==> src/core/svxr_pkg.sv <==
// package for the secure virtual translation request/result register bank
package svxr_pkg;
  localparam logic [11:0] SVXR_OFF_CTRL   = 12'hA00;
  localparam logic [11:0] SVXR_OFF_ADDR   = 12'hA10;
  localparam logic [11:0] SVXR_OFF_RESULT = 12'hA18;
  localparam int          SVXR_RUN_BIT    = 0;
  localparam logic [1:0]  SVXR_TYPE_S1    = 2'h1;
  localparam logic [1:0]  SVXR_SH_OUTER   = 2'h2;
  localparam logic [7:0]  SVXR_FC_INVALID_REQUEST_ERROR = 8'h01;
  localparam int          SVXR_ADDR_TYPE_LO = 10;
  localparam int          SVXR_ADDR_RNW   = 8;
  localparam int          SVXR_ADDR_IND   = 7;
  localparam logic [63:0] SVXR_ADDR_RES0  = 64'h0000_0000_0000_003F;
  typedef struct packed {
    logic        valid;
    logic        fault;
    logic [7:0]  memory_attribute_byte;
    logic [39:0] oaddr;
    logic        size_flag;
    logic        sec_memory_attribute_byte;
    logic [1:0]  share;
    logic        device_mem;
    logic [7:0]  fault_code;
    logic [3:0]  impdef;
  } svxr_resp_s;
  typedef struct packed {
    logic        req;
    logic [39:0] in_addr;
    logic        read_not_write;
    logic        instr_not_data;
    logic        privileged;
    logic        no_flag_update;
  } svxr_walk_s;
endpackage

==> src/core/svxr_regs.sv <==
// secure virtual translation request address, run flag and result registers
`timescale 1ns/1ns
module svxr_regs (
  input  wire logic               clk,
  input  wire logic               reset_n,
  input  wire logic               feature_present,
  input  wire logic               reg_sel,
  input  wire logic               reg_wr,
  input  wire logic               reg_secure,
  input  wire logic [11:0]        reg_addr,
  input  wire logic [63:0]        reg_wdata,
  input  wire svxr_pkg::svxr_resp_s walk_resp,
  output logic      [63:0]        reg_rdata,
  output logic                    run_flag,
  output svxr_pkg::svxr_walk_s    walk_req
);
  typedef enum logic [1:0] {
    SVXR_IDLE = 2'b01,
    SVXR_BUSY = 2'b10
  } svxr_state_e;

  svxr_state_e          state_r;
  svxr_state_e          state_nxt;
  logic                 run_r;
  logic                 run_nxt;
  logic [63:0]          addr_r;
  logic [63:0]          addr_nxt;
  logic [63:0]          result_r;
  logic [63:0]          result_nxt;
  logic [63:0]          rdata_r;
  logic [63:0]          rdata_nxt;
  svxr_pkg::svxr_walk_s walk_r;
  svxr_pkg::svxr_walk_s walk_nxt;
  logic                 acc_ok;
  logic                 busy;
  logic                 type_ok;
  logic                 wr_addr;
  logic                 wr_go;
  logic                 rd_addr;
  logic                 rd_result;
  logic                 rd_ctrl;
  logic                 done_bad;
  logic                 done_ok;

  // shared by every read and write decoder below
  function automatic logic hit(input logic [11:0] a, input logic [11:0] off);
    hit = reg_sel && (a == off);
  endfunction

  // success layout; device memory always reports outer shareable
  function automatic logic [63:0] pack_ok(input svxr_pkg::svxr_resp_s r);
    logic [1:0] sh;
    sh      = r.device_mem ? svxr_pkg::SVXR_SH_OUTER : r.share;
    pack_ok = {1'b0, r.memory_attribute_byte, 4'h0, r.oaddr,
               r.size_flag, r.sec_memory_attribute_byte, sh, 7'h0};
  endfunction

  // fault layout; page address, intermediate security bit and class stay zero
  function automatic logic [63:0] pack_fault(input logic [7:0] code,
                                             input logic [3:0] imp);
    pack_fault = {1'b0, imp, 8'h0, 40'h0,
                  code, 1'b0, 1'b0, 1'b1};
  endfunction

  // non-secure or absent feature: reads zero, writes dropped
  assign acc_ok    = reg_secure && feature_present;
  assign busy      = (state_r == SVXR_BUSY);
  assign type_ok   = (addr_r[11:10] == svxr_pkg::SVXR_TYPE_S1);
  assign wr_addr   = acc_ok && reg_wr && hit(reg_addr, svxr_pkg::SVXR_OFF_ADDR);
  assign wr_go     = acc_ok && reg_wr && hit(reg_addr, svxr_pkg::SVXR_OFF_CTRL) &&
                     reg_wdata[svxr_pkg::SVXR_RUN_BIT];
  assign rd_addr   = acc_ok && !reg_wr && hit(reg_addr, svxr_pkg::SVXR_OFF_ADDR);
  assign rd_result = acc_ok && !reg_wr && hit(reg_addr, svxr_pkg::SVXR_OFF_RESULT);
  assign rd_ctrl   = acc_ok && !reg_wr && hit(reg_addr, svxr_pkg::SVXR_OFF_CTRL);
  assign done_bad  = busy && !type_ok;
  assign done_ok   = busy && type_ok && walk_resp.valid;

  // run flag kept in its own flop so the output carries no decode
  always_comb begin
    state_nxt = state_r;
    run_nxt   = run_r;
    case (state_r)
      SVXR_IDLE: begin
        if (wr_go) begin
          state_nxt = SVXR_BUSY;
          run_nxt   = 1'b1;
        end
      end
      SVXR_BUSY: begin
        // a run write while busy is ignored; answers while idle too
        if (done_bad || done_ok) begin
          state_nxt = SVXR_IDLE;
          run_nxt   = 1'b0;
        end
      end
      default: begin
        state_nxt = SVXR_IDLE;
        run_nxt   = 1'b0;
      end
    endcase
  end

  always_ff @(posedge clk or negedge reset_n) begin
    if (!reset_n) begin
      state_r <= SVXR_IDLE;
      run_r   <= 1'b0;
    end else begin
      state_r <= state_nxt;
      run_r   <= run_nxt;
    end
  end

  always_comb begin
    addr_nxt = addr_r;
    // guarded by the busy state: writes while busy are dropped
    if (wr_addr && !busy) begin
      addr_nxt = reg_wdata & ~svxr_pkg::SVXR_ADDR_RES0;
    end
  end

  always_ff @(posedge clk or negedge reset_n) begin
    if (!reset_n) begin
      addr_r <= 64'h0;
    end else begin
      addr_r <= addr_nxt;
    end
  end

  always_comb begin
    result_nxt = result_r;
    // whole word replaced in the cycle the run clears
    if (done_bad) begin
      result_nxt = pack_fault(svxr_pkg::SVXR_FC_INVALID_REQUEST_ERROR, 4'h0);
    end else if (done_ok) begin
      if (walk_resp.fault) begin
        result_nxt = pack_fault(walk_resp.fault_code, walk_resp.impdef);
      end else begin
        result_nxt = pack_ok(walk_resp);
      end
    end
  end

  always_ff @(posedge clk or negedge reset_n) begin
    if (!reset_n) begin
      result_r <= 64'h0;
    end else begin
      result_r <= result_nxt;
    end
  end

  always_comb begin
    rdata_nxt = 64'h0;
    if (rd_addr) begin
      rdata_nxt = addr_r;
    end else if (rd_result) begin
      // read during a run shows the previous result
      rdata_nxt = result_r;
    end else if (rd_ctrl) begin
      rdata_nxt = {63'h0, run_r};
    end
  end

  always_ff @(posedge clk or negedge reset_n) begin
    if (!reset_n) begin
      rdata_r <= 64'h0;
    end else begin
      rdata_r <= rdata_nxt;
    end
  end

  always_comb begin
    walk_nxt     = walk_r;
    walk_nxt.req = 1'b0;
    // a reserved type never reaches the walker
    if (!busy && wr_go && type_ok) begin
      walk_nxt.req            = 1'b1;
      walk_nxt.in_addr        = addr_r[51:12];
      walk_nxt.read_not_write = addr_r[svxr_pkg::SVXR_ADDR_RNW];
      // writes are always data accesses
      walk_nxt.instr_not_data = addr_r[svxr_pkg::SVXR_ADDR_RNW] &
                                addr_r[svxr_pkg::SVXR_ADDR_IND];
      walk_nxt.privileged     = addr_r[9];
      walk_nxt.no_flag_update = addr_r[6];
    end
  end

  always_ff @(posedge clk or negedge reset_n) begin
    if (!reset_n) begin
      walk_r <= '0;
    end else begin
      walk_r <= walk_nxt;
    end
  end

  assign reg_rdata = rdata_r;
  assign run_flag  = run_r;
  assign walk_req  = walk_r;
endmodule

==> config.mk <==
export PLATFORM = sky130hd
export DESIGN_NAME = svxr_regs
export DESIGN_NICKNAME = d
export VERILOG_FILES = /design/src/core/svxr_pkg.sv /design/src/core/svxr_regs.sv
export SDC_FILE = /design/constraint.sdc
export NUM_CORES = 1
export LEC_CHECK = 0
export ABC_AREA = 0
export BUFFER_PORTS_ARGS = -buffer_cell sky130_fd_sc_hd__buf_2
export CORE_MARGIN = 2
export CORE_UTILIZATION = 37
export DETAILED_ROUTE_END_ITERATION = 16
export PLACE_DENSITY = 0.62
export SYNTH_ARGS = -nofsm -noshare
export SYNTH_HDL_FRONTEND = slang
export SYNTH_SLANG_ARGS = --single-unit
==> constraint.sdc <==
create_clock -name clk -period 2.4 [get_ports clk]
set_input_delay 0.24 -clock clk [delete_from_list [all_inputs] [get_ports clk]]
set_output_delay 0.24 -clock clk [all_outputs]
set_load 0.03 [all_outputs]
Word level (Yosys, flattened, before mapping)

Cells that the tools add are included.

Reduce and logical (&&, ||, !) cells: 24
Bitwise gates (word level): 1
Equality and inequality tests: 8
Mux-type cells: 14

Operators with widths:

| operator                                            | count |
|---|---|
| 2-to-1 mux 64 bit                                   | 4 |
| 2-to-1 mux 63 bit                                   | 1 |
| 2-to-1 mux 45 bit                                   | 1 |
| equality test 12 bit, second input constant         | 3 |
| logical AND 1 bit                                   | 18 |
| 2-to-1 mux 2 bit                                    | 3 |
| equality test 2 x 1 -> 1 bit, second input constant | 2 |
| one-hot mux 2 bit (2 select lines)                  | 1 |
| zero test 1 bit                                     | 3 |
| 2-to-1 mux 1 bit                                    | 3 |
| equality test 2 bit, second input constant          | 1 |
| != test 2 x 1 -> 1 bit, second input constant       | 1 |
| != test 2 bit, second input constant                | 1 |
| one-hot mux 1 bit (2 select lines)                  | 1 |
| AND reduction 2 bit                                 | 1 |
| nonzero test 2 bit                                  | 1 |
| AND 1 bit                                           | 1 |
| logical OR 1 bit                                    | 1 |

Word-level logic and storage cells: 58
Flip-flop bits (word level): 234

Logic depth before layout (Yosys ltp)

Gate-level depths: netlist of the first run.

Depth after elaboration: 7
Depth in mapped cells: 6
Depth with buffers taken out: 4

Worst setup path before layout of the first run

No wires, ideal clock.

Kind: flip-flop to flip-flop
Start point: reg state_r[1]
End point: reg walk_r (netlist bit walk_req[30])
Slack: 0.385 ns
Cell stages (with the launch flop): 7
Buffers on the path: 2
Required time: 2.275 ns
Arrival time: 1.890 ns
Period minus slack after synthesis: 2.015 ns
Library setup time: 0.125 ns
Cells stage by stage: dfrtp_1 nor2b_1 clkbuf_1 nand3b_1 nor3_4 buf_6 mux2_2

Cells in the longest elaborated chain, start to end: 4

RTL lines:

| what                           | line             | text |
|---|---|---|
| start: declaration             | svxr_regs.sv:22  | `svxr_state_e state_r;` |
| start signal: assignment       | svxr_regs.sv:108 | `state_r <= state_nxt;` |
| equality test 2 bit            | svxr_regs.sv:67  | `assign busy = (state_r == SVXR_BUSY);` |
| zero test 1 bit                | svxr_regs.sv:175 | `if (!busy && wr_go && type_ok) begin` |
| logical AND 1 bit (2 in a row) | svxr_regs.sv:175 |  |
| end signal: assignment         | svxr_regs.sv:191 | `walk_r <= walk_nxt;` |
| end: declaration               | svxr_regs.sv:32  | `svxr_pkg::svxr_walk_s walk_r;` |

No other way between the ends.
A chain may end at the register's enable or synchronous reset.

Worst setup path in the final report of the first run

Start point: reg state_r[1]
End point: reg walk_r (netlist bit walk_req[10])

The elaborated chain is that of the path after synthesis.

==> reports/results.ini, run 1 <==
[run_status]
status=complete, no violations

[min_path]
min_from=walk_resp[62]
hold_path_class=primary input to register
hold_depth=3
min_to=result_r[60]$_DFFE_PN0P_

[setup_path]
ff2ff_setup_slack_ps=430
slowest_delay_ps=620
worst-r2r-cell-count=5
critPathSlowestCell=nor2b_1
cp.required_ps=2800
r2r-end=walk_req[10]$_DFFE_PN0P_
start_kind=register
crit_buf_inv=1
critPathKind=register to register
path_cells=nor2b_1, nand3b_1, nor3_4, buf_12, mux2_1
r2r_start=state_r[1]$_DFFE_PN0P_
crit_arrival_ps=2370
setup.worst_path.end_class=register
cp_top_family=simple AND/OR/NAND/NOR gates
critPathMaxFanout=22

[synthesis]
synth-simple-area-share_pct=6.62
yosysTopAreaCell=dfrtp_1
synth_compound_area_share_pct=5.56
synth_cells=603
synthTopCellsByArea=dfrtp_1, mux2_2, mux2i_1
seq_area_frac_synth_pct=65.1
synthAdderAreaFrac_pct=0
synth-seq-cells=224
syn_area_sq_um=8620
synth_top_family_by_area=multiplexers
yosysTopAreaCellShare_pct=64.8
muxShareOfSynthArea_pct=20.2
synth_warnings=0
syn_area_per_cell_sq_um=14.3
yosysUniqueCellTypes=39
synth_xor_area_share_pct=0

[clocking]
clockBufferDepth=3
postCtsSetupRepairBufs=0
worstSkewPairLatency_ps=530
clock-sinks=224
cts_tree=built
ctsResizeCount=0
cts_root_buf=clkbuf_16
numCtsBuffers=25
cts_hold_buf=108
cts.clk_slew.worst_paths_ps=60
htreeDepth=1

[global_route]
grt_pass1_wl_microns=34800
globalRouteOverflowTotal=0
grt_pass1_vias=6505
grt_use_total_pct=18.1
grt_antenna_before_repair=0
grt_max_degree=66

[routing]
drt_iter0_drc=219
vias=6154
wl_per_cell_microns=17.1
finalWirelength_microns=22100
via_per_inst=4.75
route.detailed.drc=0
firstDrtPassIters=4
ant_nets=0

[die]
core_sq_um=22800
core.rowCount=55
chipHeight_microns=157
design.portCount=259
fp.dieW_microns=157
dieArea_sq_um=24500
start_util_pct=37.8

[placed_design]
place_area_sq_um=10300
dp_hpwl_microns=13900
dp.cells=1144
port_buffers=251
place_congestion=0.753

[cells_and_area]
final_cell_mix=buf_2, dfrtp_1, dlygate4sd3_1, mux2_2, nor2_1
nets=1115
layout_commonest_cell=buf_2
synthToLayoutAreaGrowth_pct=41.0
fin_cells=1295
fillCellCount=1917
n_antenna_cell=0
stdcell_area_sq_um=12200
layout-drive-gt1-share_pct=39.8

[timing]
hold-worst-slack_ps=28.0
period_needed_ps=1970
final.setup.tns_ps=0
fin_crit_sh_pct=82.2
setup_viol_count_final=0
worstMarginPinSlew_ps=735
max_freq_ghz=0.507
report.final.hold_viol_count=0
clock_skew_ps=20.6
final_max_slew_viol_count=0
rsz0062_at_grt=no
slew_headroom_pct=50.9

[pwr]
p_total_mw=7.80
p_leak_nw=6.42
ir_worst_vdd_mv=0.388
powerDensity_nw_per_um2=641

[flow_run]
drv_cap=0

## logic make-up (layout without fill, tap and decap cells)
kind of cell	Yosys count	count (layout)
compound gates	61	61
buf+inv	41	419
flops	224	224
mux	161	161
other cells	1	2
simple gates	115	115
## Yosys cell counts, drive strengths merged
master	instances
nand2	20
and4bb	1
a22o	44
nor2	62
conb	1
dfrtp	223
nor3b	7
nand3	9
o21ai	8
mux2	101
nand4bb	1
a22oi	1
nor4b	2
nand3b	1
nor3	3
a21o	1
and3b	2
a31oi	1
nor2b	1
buf	22
nand4	1
dfstp	1
a21oi	5
mux2i	60
inv	1
a211oi	1
nor4	1
and2	1
clkbuf	18
nand2b	3
## state kept, by name, summed over array words and instances (netlist names)
register,flops
walk_req,45
reg_rdata,62
addr_r,58
state_r,2
result_r,57
## worst register-to-register path, stage by stage, from the launching register on
cell      delay [ps]
dfrtp_1          390
nor2b_1          620
nand3b_1         260
nor3_4            80
buf_12           190
mux2_1           320
## layer usage
| metal | vias to the layer above | routed length, microns | global-route usage, % |
|---|---|---|---|
| met4 | 0 | 542 | 5.68 |
| met2 | 203 | 10700 | 30.9 |
| met5 | - | 0 | 0 |
| li1 | 2848 | - | - |
| met1 | 3058 | 9450 | 22.9 |
| met3 | 45 | 1430 | 4.10 |
## layout make-up
cell class	instances	area [sq um]	area share (%)
clock buffers	35	713	5.87
well taps	313	392	3.22
repair buffers	375	2540	20.9
clock inverters	8	58.8	0.484
flip-flops and latches	224	5610	46.1
inverters	1	3.75	0.0309
multi-input cells	339	2840	23.3
## power by group
group	switching [mW]	leakage, nW	total [mW]	internal [mW]
logic	0.191	2.92	0.431	0.240
clock network	1.51	0.388	3.59	2.08
registers	0.000440	3.11	3.78	3.78
total	1.70	6.42	7.80	6.09
## stage by stage
step	worst slack (ps)	util, %
floorplan	385	-
global route	253	53.4
global placement	412	45.2
finish	428	53.4
CTS	418	53.4
detailed placement	400	45.2
## worst max-delay path by stage
stage	startpoint	to	slack, ps	cells past startpoint
6_report	state_r[1]$_DFFE_PN0P_	walk_req[10]$_DFFE_PN0P_	430	5
4_1_cts	state_r[1]$_DFFE_PN0P_	walk_req[10]$_DFFE_PN0P_	420	5
3_3_place_gp	reg_addr[10]	walk_req[24]$_DFFE_PN0P_	410	6
5_1_grt	state_r[1]$_DFFE_PN0P_	walk_req[1]$_DFFE_PN0P_	250	5
2_1_floorplan	state_r[1]$_DFFE_PN0P_	walk_req[30]$_DFFE_PN0P_	390	6
3_5_place_dp	state_r[1]$_DFFE_PN0P_	walk_req[18]$_DFFE_PN0P_	400	5
Power figures use the tool's default switching activity.
==> inputs of run 2 (changes only) <==
- clock period: 2.4 -> 2 ns (I/O delays scaled with it)
==> reports/results.ini, run 2 (same netlist as run 1, synthesis figures left out) <==
[placed_design]
place_congestion=0.759  ; +0.82%
port_buffers=251  ; unchanged
place_area_sq_um=10400  ; +0.91%
pre_cts_ws_ps=34.5  ; -366 ps
dp.cells=1153  ; +0.79%
dp_hpwl_microns=13900  ; -0.39%

[timing]
period_needed_ps=1920  ; -50.6 ps
report.final.hold_viol_count=0  ; unchanged
slew_headroom_pct=57.4  ; +6.5 points
rsz0062_at_grt=no
final.setup.tns_ps=0  ; unchanged
worstMarginPinSlew_ps=638  ; -96.9 ps
clock_skew_ps=20.4  ; -0.164 ps
final_max_slew_viol_count=0  ; unchanged
setup_viol_count_final=0  ; unchanged
max_freq_ghz=0.521  ; +2.6%
setup_ws_ps=78.8  ; -349 ps
fin_crit_sh_pct=96.1  ; +14 points

[cells_and_area]
seqCellArea_sq_um=5610  ; about the same
synthToLayoutAreaGrowth_pct=43.0
final_cell_mix=buf_2, dfrtp_1, dlygate4sd3_1, mux2_2, nor2_1
n_antenna_cell=0  ; unchanged
fin_cells=1313  ; +1.4%
post-route-util_pct=54.1  ; +0.73 points
layout_commonest_cell=buf_2
largest_reg_flops=62  ; unchanged
layout-drive-gt1-share_pct=40.6  ; +0.78 points
nets=1130  ; +1.3%
stdcell_area_sq_um=12300  ; +1.4%
fillCellCount=1938  ; +1.1%
multi_input_area_sq_um=2840  ; +0.22%

[routing]
route.detailed.drc=0  ; unchanged
via_per_inst=4.74  ; -0.17%
firstDrtPassIters=4  ; unchanged
vias=6229  ; +1.2%
drt_iter0_drc=238  ; +8.7%
finalWirelength_microns=22700  ; +2.6%
ant_nets=0  ; unchanged
wl_per_cell_microns=17.3  ; +1.2%

[min_path]
hold_path_class=primary input to register

[setup_path]
critPathKind=register to register
cp.required_ps=2400  ; -400 ps
slowest_delay_ps=430  ; -190 ps
critPathMaxFanout=22  ; unchanged
start_kind=register
ff2ff_setup_slack_ps=80  ; -350 ps
path_cells=nor2b_1, nand3b_1, nor3_4, buf_12, mux2_2
critPathSlowestCell=dfrtp_2
crit_arrival_ps=2320  ; -50 ps
setup.worst_path.end_class=register

[pwr]
ir_worst_vdd_mv=0.545  ; +40%
p_leak_nw=6.49  ; +1.2%
powerDensity_nw_per_um2=764  ; +19%

[die]
start_util_pct=37.8  ; unchanged
fp.dieW_microns=157  ; unchanged
chipHeight_microns=157  ; unchanged
design.portCount=259  ; unchanged
core.rowCount=55  ; unchanged
dieArea_sq_um=24500  ; unchanged
core_sq_um=22800  ; unchanged

[clocking]
clock-sinks=224  ; unchanged
numCtsBuffers=25  ; unchanged
cts.clk_slew.worst_paths_ps=60  ; about the same
worstSkewPairLatency_ps=520  ; about the same
clockBufferDepth=3  ; unchanged
cts_root_buf=clkbuf_16
cts_tree=built
htreeDepth=1  ; unchanged

[global_route]
grt_pass1_vias=6324  ; -2.8%
grt_pass1_wl_microns=34700  ; about the same
grt_antenna_before_repair=0  ; unchanged
grt_use_total_pct=18.0  ; -0.031 points
globalRouteOverflowTotal=0  ; unchanged
grt_max_degree=66  ; unchanged

[run_status]
status=complete, no violations

[flow_run]
drv_cap=0  ; unchanged

==> run 2: final timing paths <==
kind,from,to,cells after the start
max in group asynchronous,reset_n,reg_rdata[59]$_DFF_PN0_,3
min in group asynchronous,reset_n,reg_rdata[47]$_DFF_PN0_,2
min reg2reg,addr_r[52]$_DFFE_PN0P_,addr_r[52]$_DFFE_PN0P_,1
min,walk_resp[15],result_r[9]$_DFFE_PN0P_,3
max reg2reg,state_r[1]$_DFFE_PN0P_,walk_req[32]$_DFFE_PN0P_,5
max,state_r[1]$_DFFE_PN0P_,walk_req[32]$_DFFE_PN0P_,5
==> run 2: final cells by class <==
class,instances,area share (%)
inverters,1,0.0305
well taps,313,3.18
clock inverters,11,0.528
multi-input cells,340,23.1
clock buffers,35,5.87
repair buffers,389,21.8
flip-flops and latches,224,45.5
==> run 2: power breakdown <==
part	total (mW)	switching, mW	internal, mW
registers	4.53	0.000514	4.53
clock network	4.34	1.81	2.53
logic	0.539	0.238	0.301
total	9.41	2.05	7.36
==> run 2: timing repair <==
item / CTS / global route
buffers inserted: 0 / 0
hold endpoints to repair: 165 / 0
endpoints found under the setup margin: 0 / 60
gates resized for setup: 0 / 0
hold buffers: 113 / 0
==> run 2: critical path, delay by kind of cell, from the launching register on <==
family                 cells  cell delay [ps]
multiplexers               1              360
flip-flops                 1              430
AND/OR/NAND/NOR            3              760
buffers and inverters      1              240
==> run 2: layer usage <==
layer | track usage, % | vias up | share of wire, %
li1 | - | 2881 | -
met5 | 0 | - | 0
met3 | 3.60 | 38 | 6.2
met2 | 29.3 | 209 | 47
met1 | 24.9 | 3101 | 45
met4 | 4.59 | 0 | 2.0
==> run 2: stage by stage <==
stage | power (mW) | hold WS, ps
finish | 9.41 | 14.9
global route | 9.78 | 23.1
CTS | 9.54 | 2.38
detailed placement | 4.98 | 206
global placement | 4.98 | 194
floorplan | 4.70 | -95.6
==> inputs of run 3 (changes only) <==
- BUFFER_PORTS_ARGS: -buffer_cell sky130_fd_sc_hd__buf_2 -> default
- DONT_BUFFER_PORTS: default -> 1
- PLACE_DENSITY: 0.62 -> 0.52
==> reports/results.ini, run 3 (same netlist as run 1, synthesis figures left out) <==
[setup_path]
start_kind=register
critPathMaxFanout=23  ; +4.5%
critPathKind=register to register
cp.required_ps=2380  ; -20 ps
r2r_start=state_r[0]$_DFFE_PN1P_
r2r-end=walk_req[21]$_DFFE_PN0P_
setup.worst_path.end_class=register
ff2ff_setup_slack_ps=130  ; +50 ps
worst-r2r-cell-count=5  ; unchanged
crit_arrival_ps=2250  ; -70 ps

[cells_and_area]
largest_reg_flops=62  ; unchanged
final_cell_mix=dfrtp_1, dlygate4sd3_1, mux2_2, nor2_1, mux2i_1
n_antenna_cell=0  ; unchanged
layout_commonest_cell=dfrtp_1
nets=902  ; -20%
synthToLayoutAreaGrowth_pct=31.7
layout-drive-gt1-share_pct=18.7  ; -22 points

[die]
fp.dieW_microns=157  ; unchanged
chipHeight_microns=157  ; unchanged
dieArea_sq_um=24500  ; unchanged
start_util_pct=37.8  ; unchanged
core_sq_um=22800  ; unchanged
design.portCount=259  ; unchanged
core.rowCount=55  ; unchanged

[clocking]
cts_tree=built
cts.clk_slew.worst_paths_ps=60  ; about the same
clockBufferDepth=3  ; unchanged
clock-sinks=224  ; unchanged
postCtsSetupRepairBufs=0  ; unchanged
ctsResizeCount=0  ; unchanged
worstSkewPairLatency_ps=500  ; -20 ps
htreeDepth=1  ; unchanged
cts_hold_buf=146  ; +29%
numCtsBuffers=25  ; unchanged
cts_root_buf=clkbuf_16

[timing]
report.final.hold_viol_count=224  ; +224
rsz0062_at_grt=no
slew_headroom_pct=57.0  ; -0.43 points
period_needed_ps=1870  ; -51.1 ps
clock_skew_ps=9.49  ; -10.9 ps
final_max_slew_viol_count=0  ; unchanged
max_freq_ghz=0.535  ; +2.7%
final.setup.tns_ps=0  ; unchanged
worstMarginPinSlew_ps=643  ; +5.07 ps
hold-worst-slack_ps=-607  ; -622 ps
setup_viol_count_final=0  ; unchanged
fin_crit_sh_pct=93.5  ; -2.6 points

[global_route]
grt_antenna_before_repair=0  ; unchanged
grt_max_degree=225  ; +240%
grt_pass1_wl_microns=34300  ; -1.4%
grt_pass1_vias=6108  ; -3.4%
grt_use_total_pct=18.0  ; -0.085 points
globalRouteOverflowTotal=0  ; unchanged

[min_path]
hold_path_class=primary input to async pin

[routing]
via_per_inst=5.05  ; +6.5%
route.detailed.drc=0  ; unchanged
ant_nets=0  ; unchanged
wl_per_cell_microns=20.1  ; +16%
drt_iter0_drc=266  ; +12%
finalWirelength_microns=21700  ; -4.3%
firstDrtPassIters=4  ; unchanged
vias=5467  ; -12%

[placed_design]
port_buffers=0  ; -100%
dp_hpwl_microns=13000  ; -6.1%
place_congestion=0.790  ; +4.1%

[pwr]
seq_power_share_pct=47.8  ; -0.4 points
powerDensity_nw_per_um2=835  ; +9.4%
clkPwrFrac_pct=49.0  ; +2.9 points
p_total_mw=9.48  ; +0.73%
ir_worst_vdd_mv=0.497  ; -8.9%
switching_power_mw=1.84  ; -10%
p_leak_nw=5.44  ; -16%
intPower_mw=7.64  ; +3.8%
pwr-share-comb_pct=3.2  ; -2.5 points
netSwitchingFraction_pct=19.4  ; -2.4 points

[flow_run]
drv_cap=0  ; unchanged

[run_status]
violations=negative hold slack
status=finished with violations

run 3: cell types whose count changed in the layout (fill, tap and decap cells not counted), sizes merged:
| cell | previous run | this run |
|---|---|---|
| clkinvlp | 1 | 0 |
| clkinv | 8 | 3 |
| clkbuf | 35 | 38 |
| dlygate4sd3 | 113 | 145 |
| bufinv | 0 | 2 |
| nor2 | 63 | 62 |
| inv | 3 | 1 |
| buf | 276 | 17 |
run 3: power groups by stage:
stage | clock [mW] | sequential [mW] | combinational [mW]
after detailed placement | 0 | 4.62 | 0.0550
after floorplan | 0 | 4.62 | 0.0830
after global routing | 4.99 | 4.53 | 0.317
after global placement | 0 | 4.62 | 0.0545
final | 4.64 | 4.53 | 0.301
after CTS | 4.77 | 4.53 | 0.301
run 3: critical path: stages, from the launching register on:
cell	delay, ps
dfstp_2	540
nor2b_1	90
nand3b_1	240
nor3_4	260
buf_12	230
mux2_2	360
run 3: worst max-delay path by stage:
stage                                      start  slack, ps  depth (start not counted)                        to
after global routing      state_r[0]$_DFFE_PN1P_         40                          4    addr_r[28]$_DFFE_PN0P_
final                     state_r[0]$_DFFE_PN1P_        130                          5  walk_req[21]$_DFFE_PN0P_
after global placement    state_r[0]$_DFFE_PN1P_         90                          5  walk_req[23]$_DFFE_PN0P_
after CTS                 state_r[0]$_DFFE_PN1P_         30                          5  walk_req[24]$_DFFE_PN0P_
after detailed placement  state_r[0]$_DFFE_PN1P_         60                          5   walk_req[9]$_DFFE_PN0P_
after floorplan           state_r[1]$_DFFE_PN0P_        -10                          6  walk_req[30]$_DFFE_PN0P_
run 3: layout make-up:
type                       count  area, sq um
timing repair buffer         162         1660
clock buffer                  38          774
clock inverter                 5         75.1
tap                          313          392
inverter                       1         3.75
sequential                   224         5610
multi-input combinational    339         2840
fill                        1988        11400
run 3: layer usage:
layer | GRT usage (%) | routed length [microns]
met1 | 22.8 | 8940
met2 | 30.6 | 10700
met3 | 4.51 | 1590
met4 | 4.89 | 452
met5 | 0 | 0
run 3: metrics by stage:
step	std cells	instance area, sq um	setup slack, ps	hold slack [ps]	util (%)
after floorplan	604	8620	-12.1	-95.6	-
after global placement	893	9020	87.3	-88.5	39.6
after detailed placement	893	9020	58.8	-87.0	39.6
after CTS	1082	11400	35.0	-635	49.8
after global routing	1082	11400	41.7	-643	49.8
final	1082	11400	130	-607	49.8
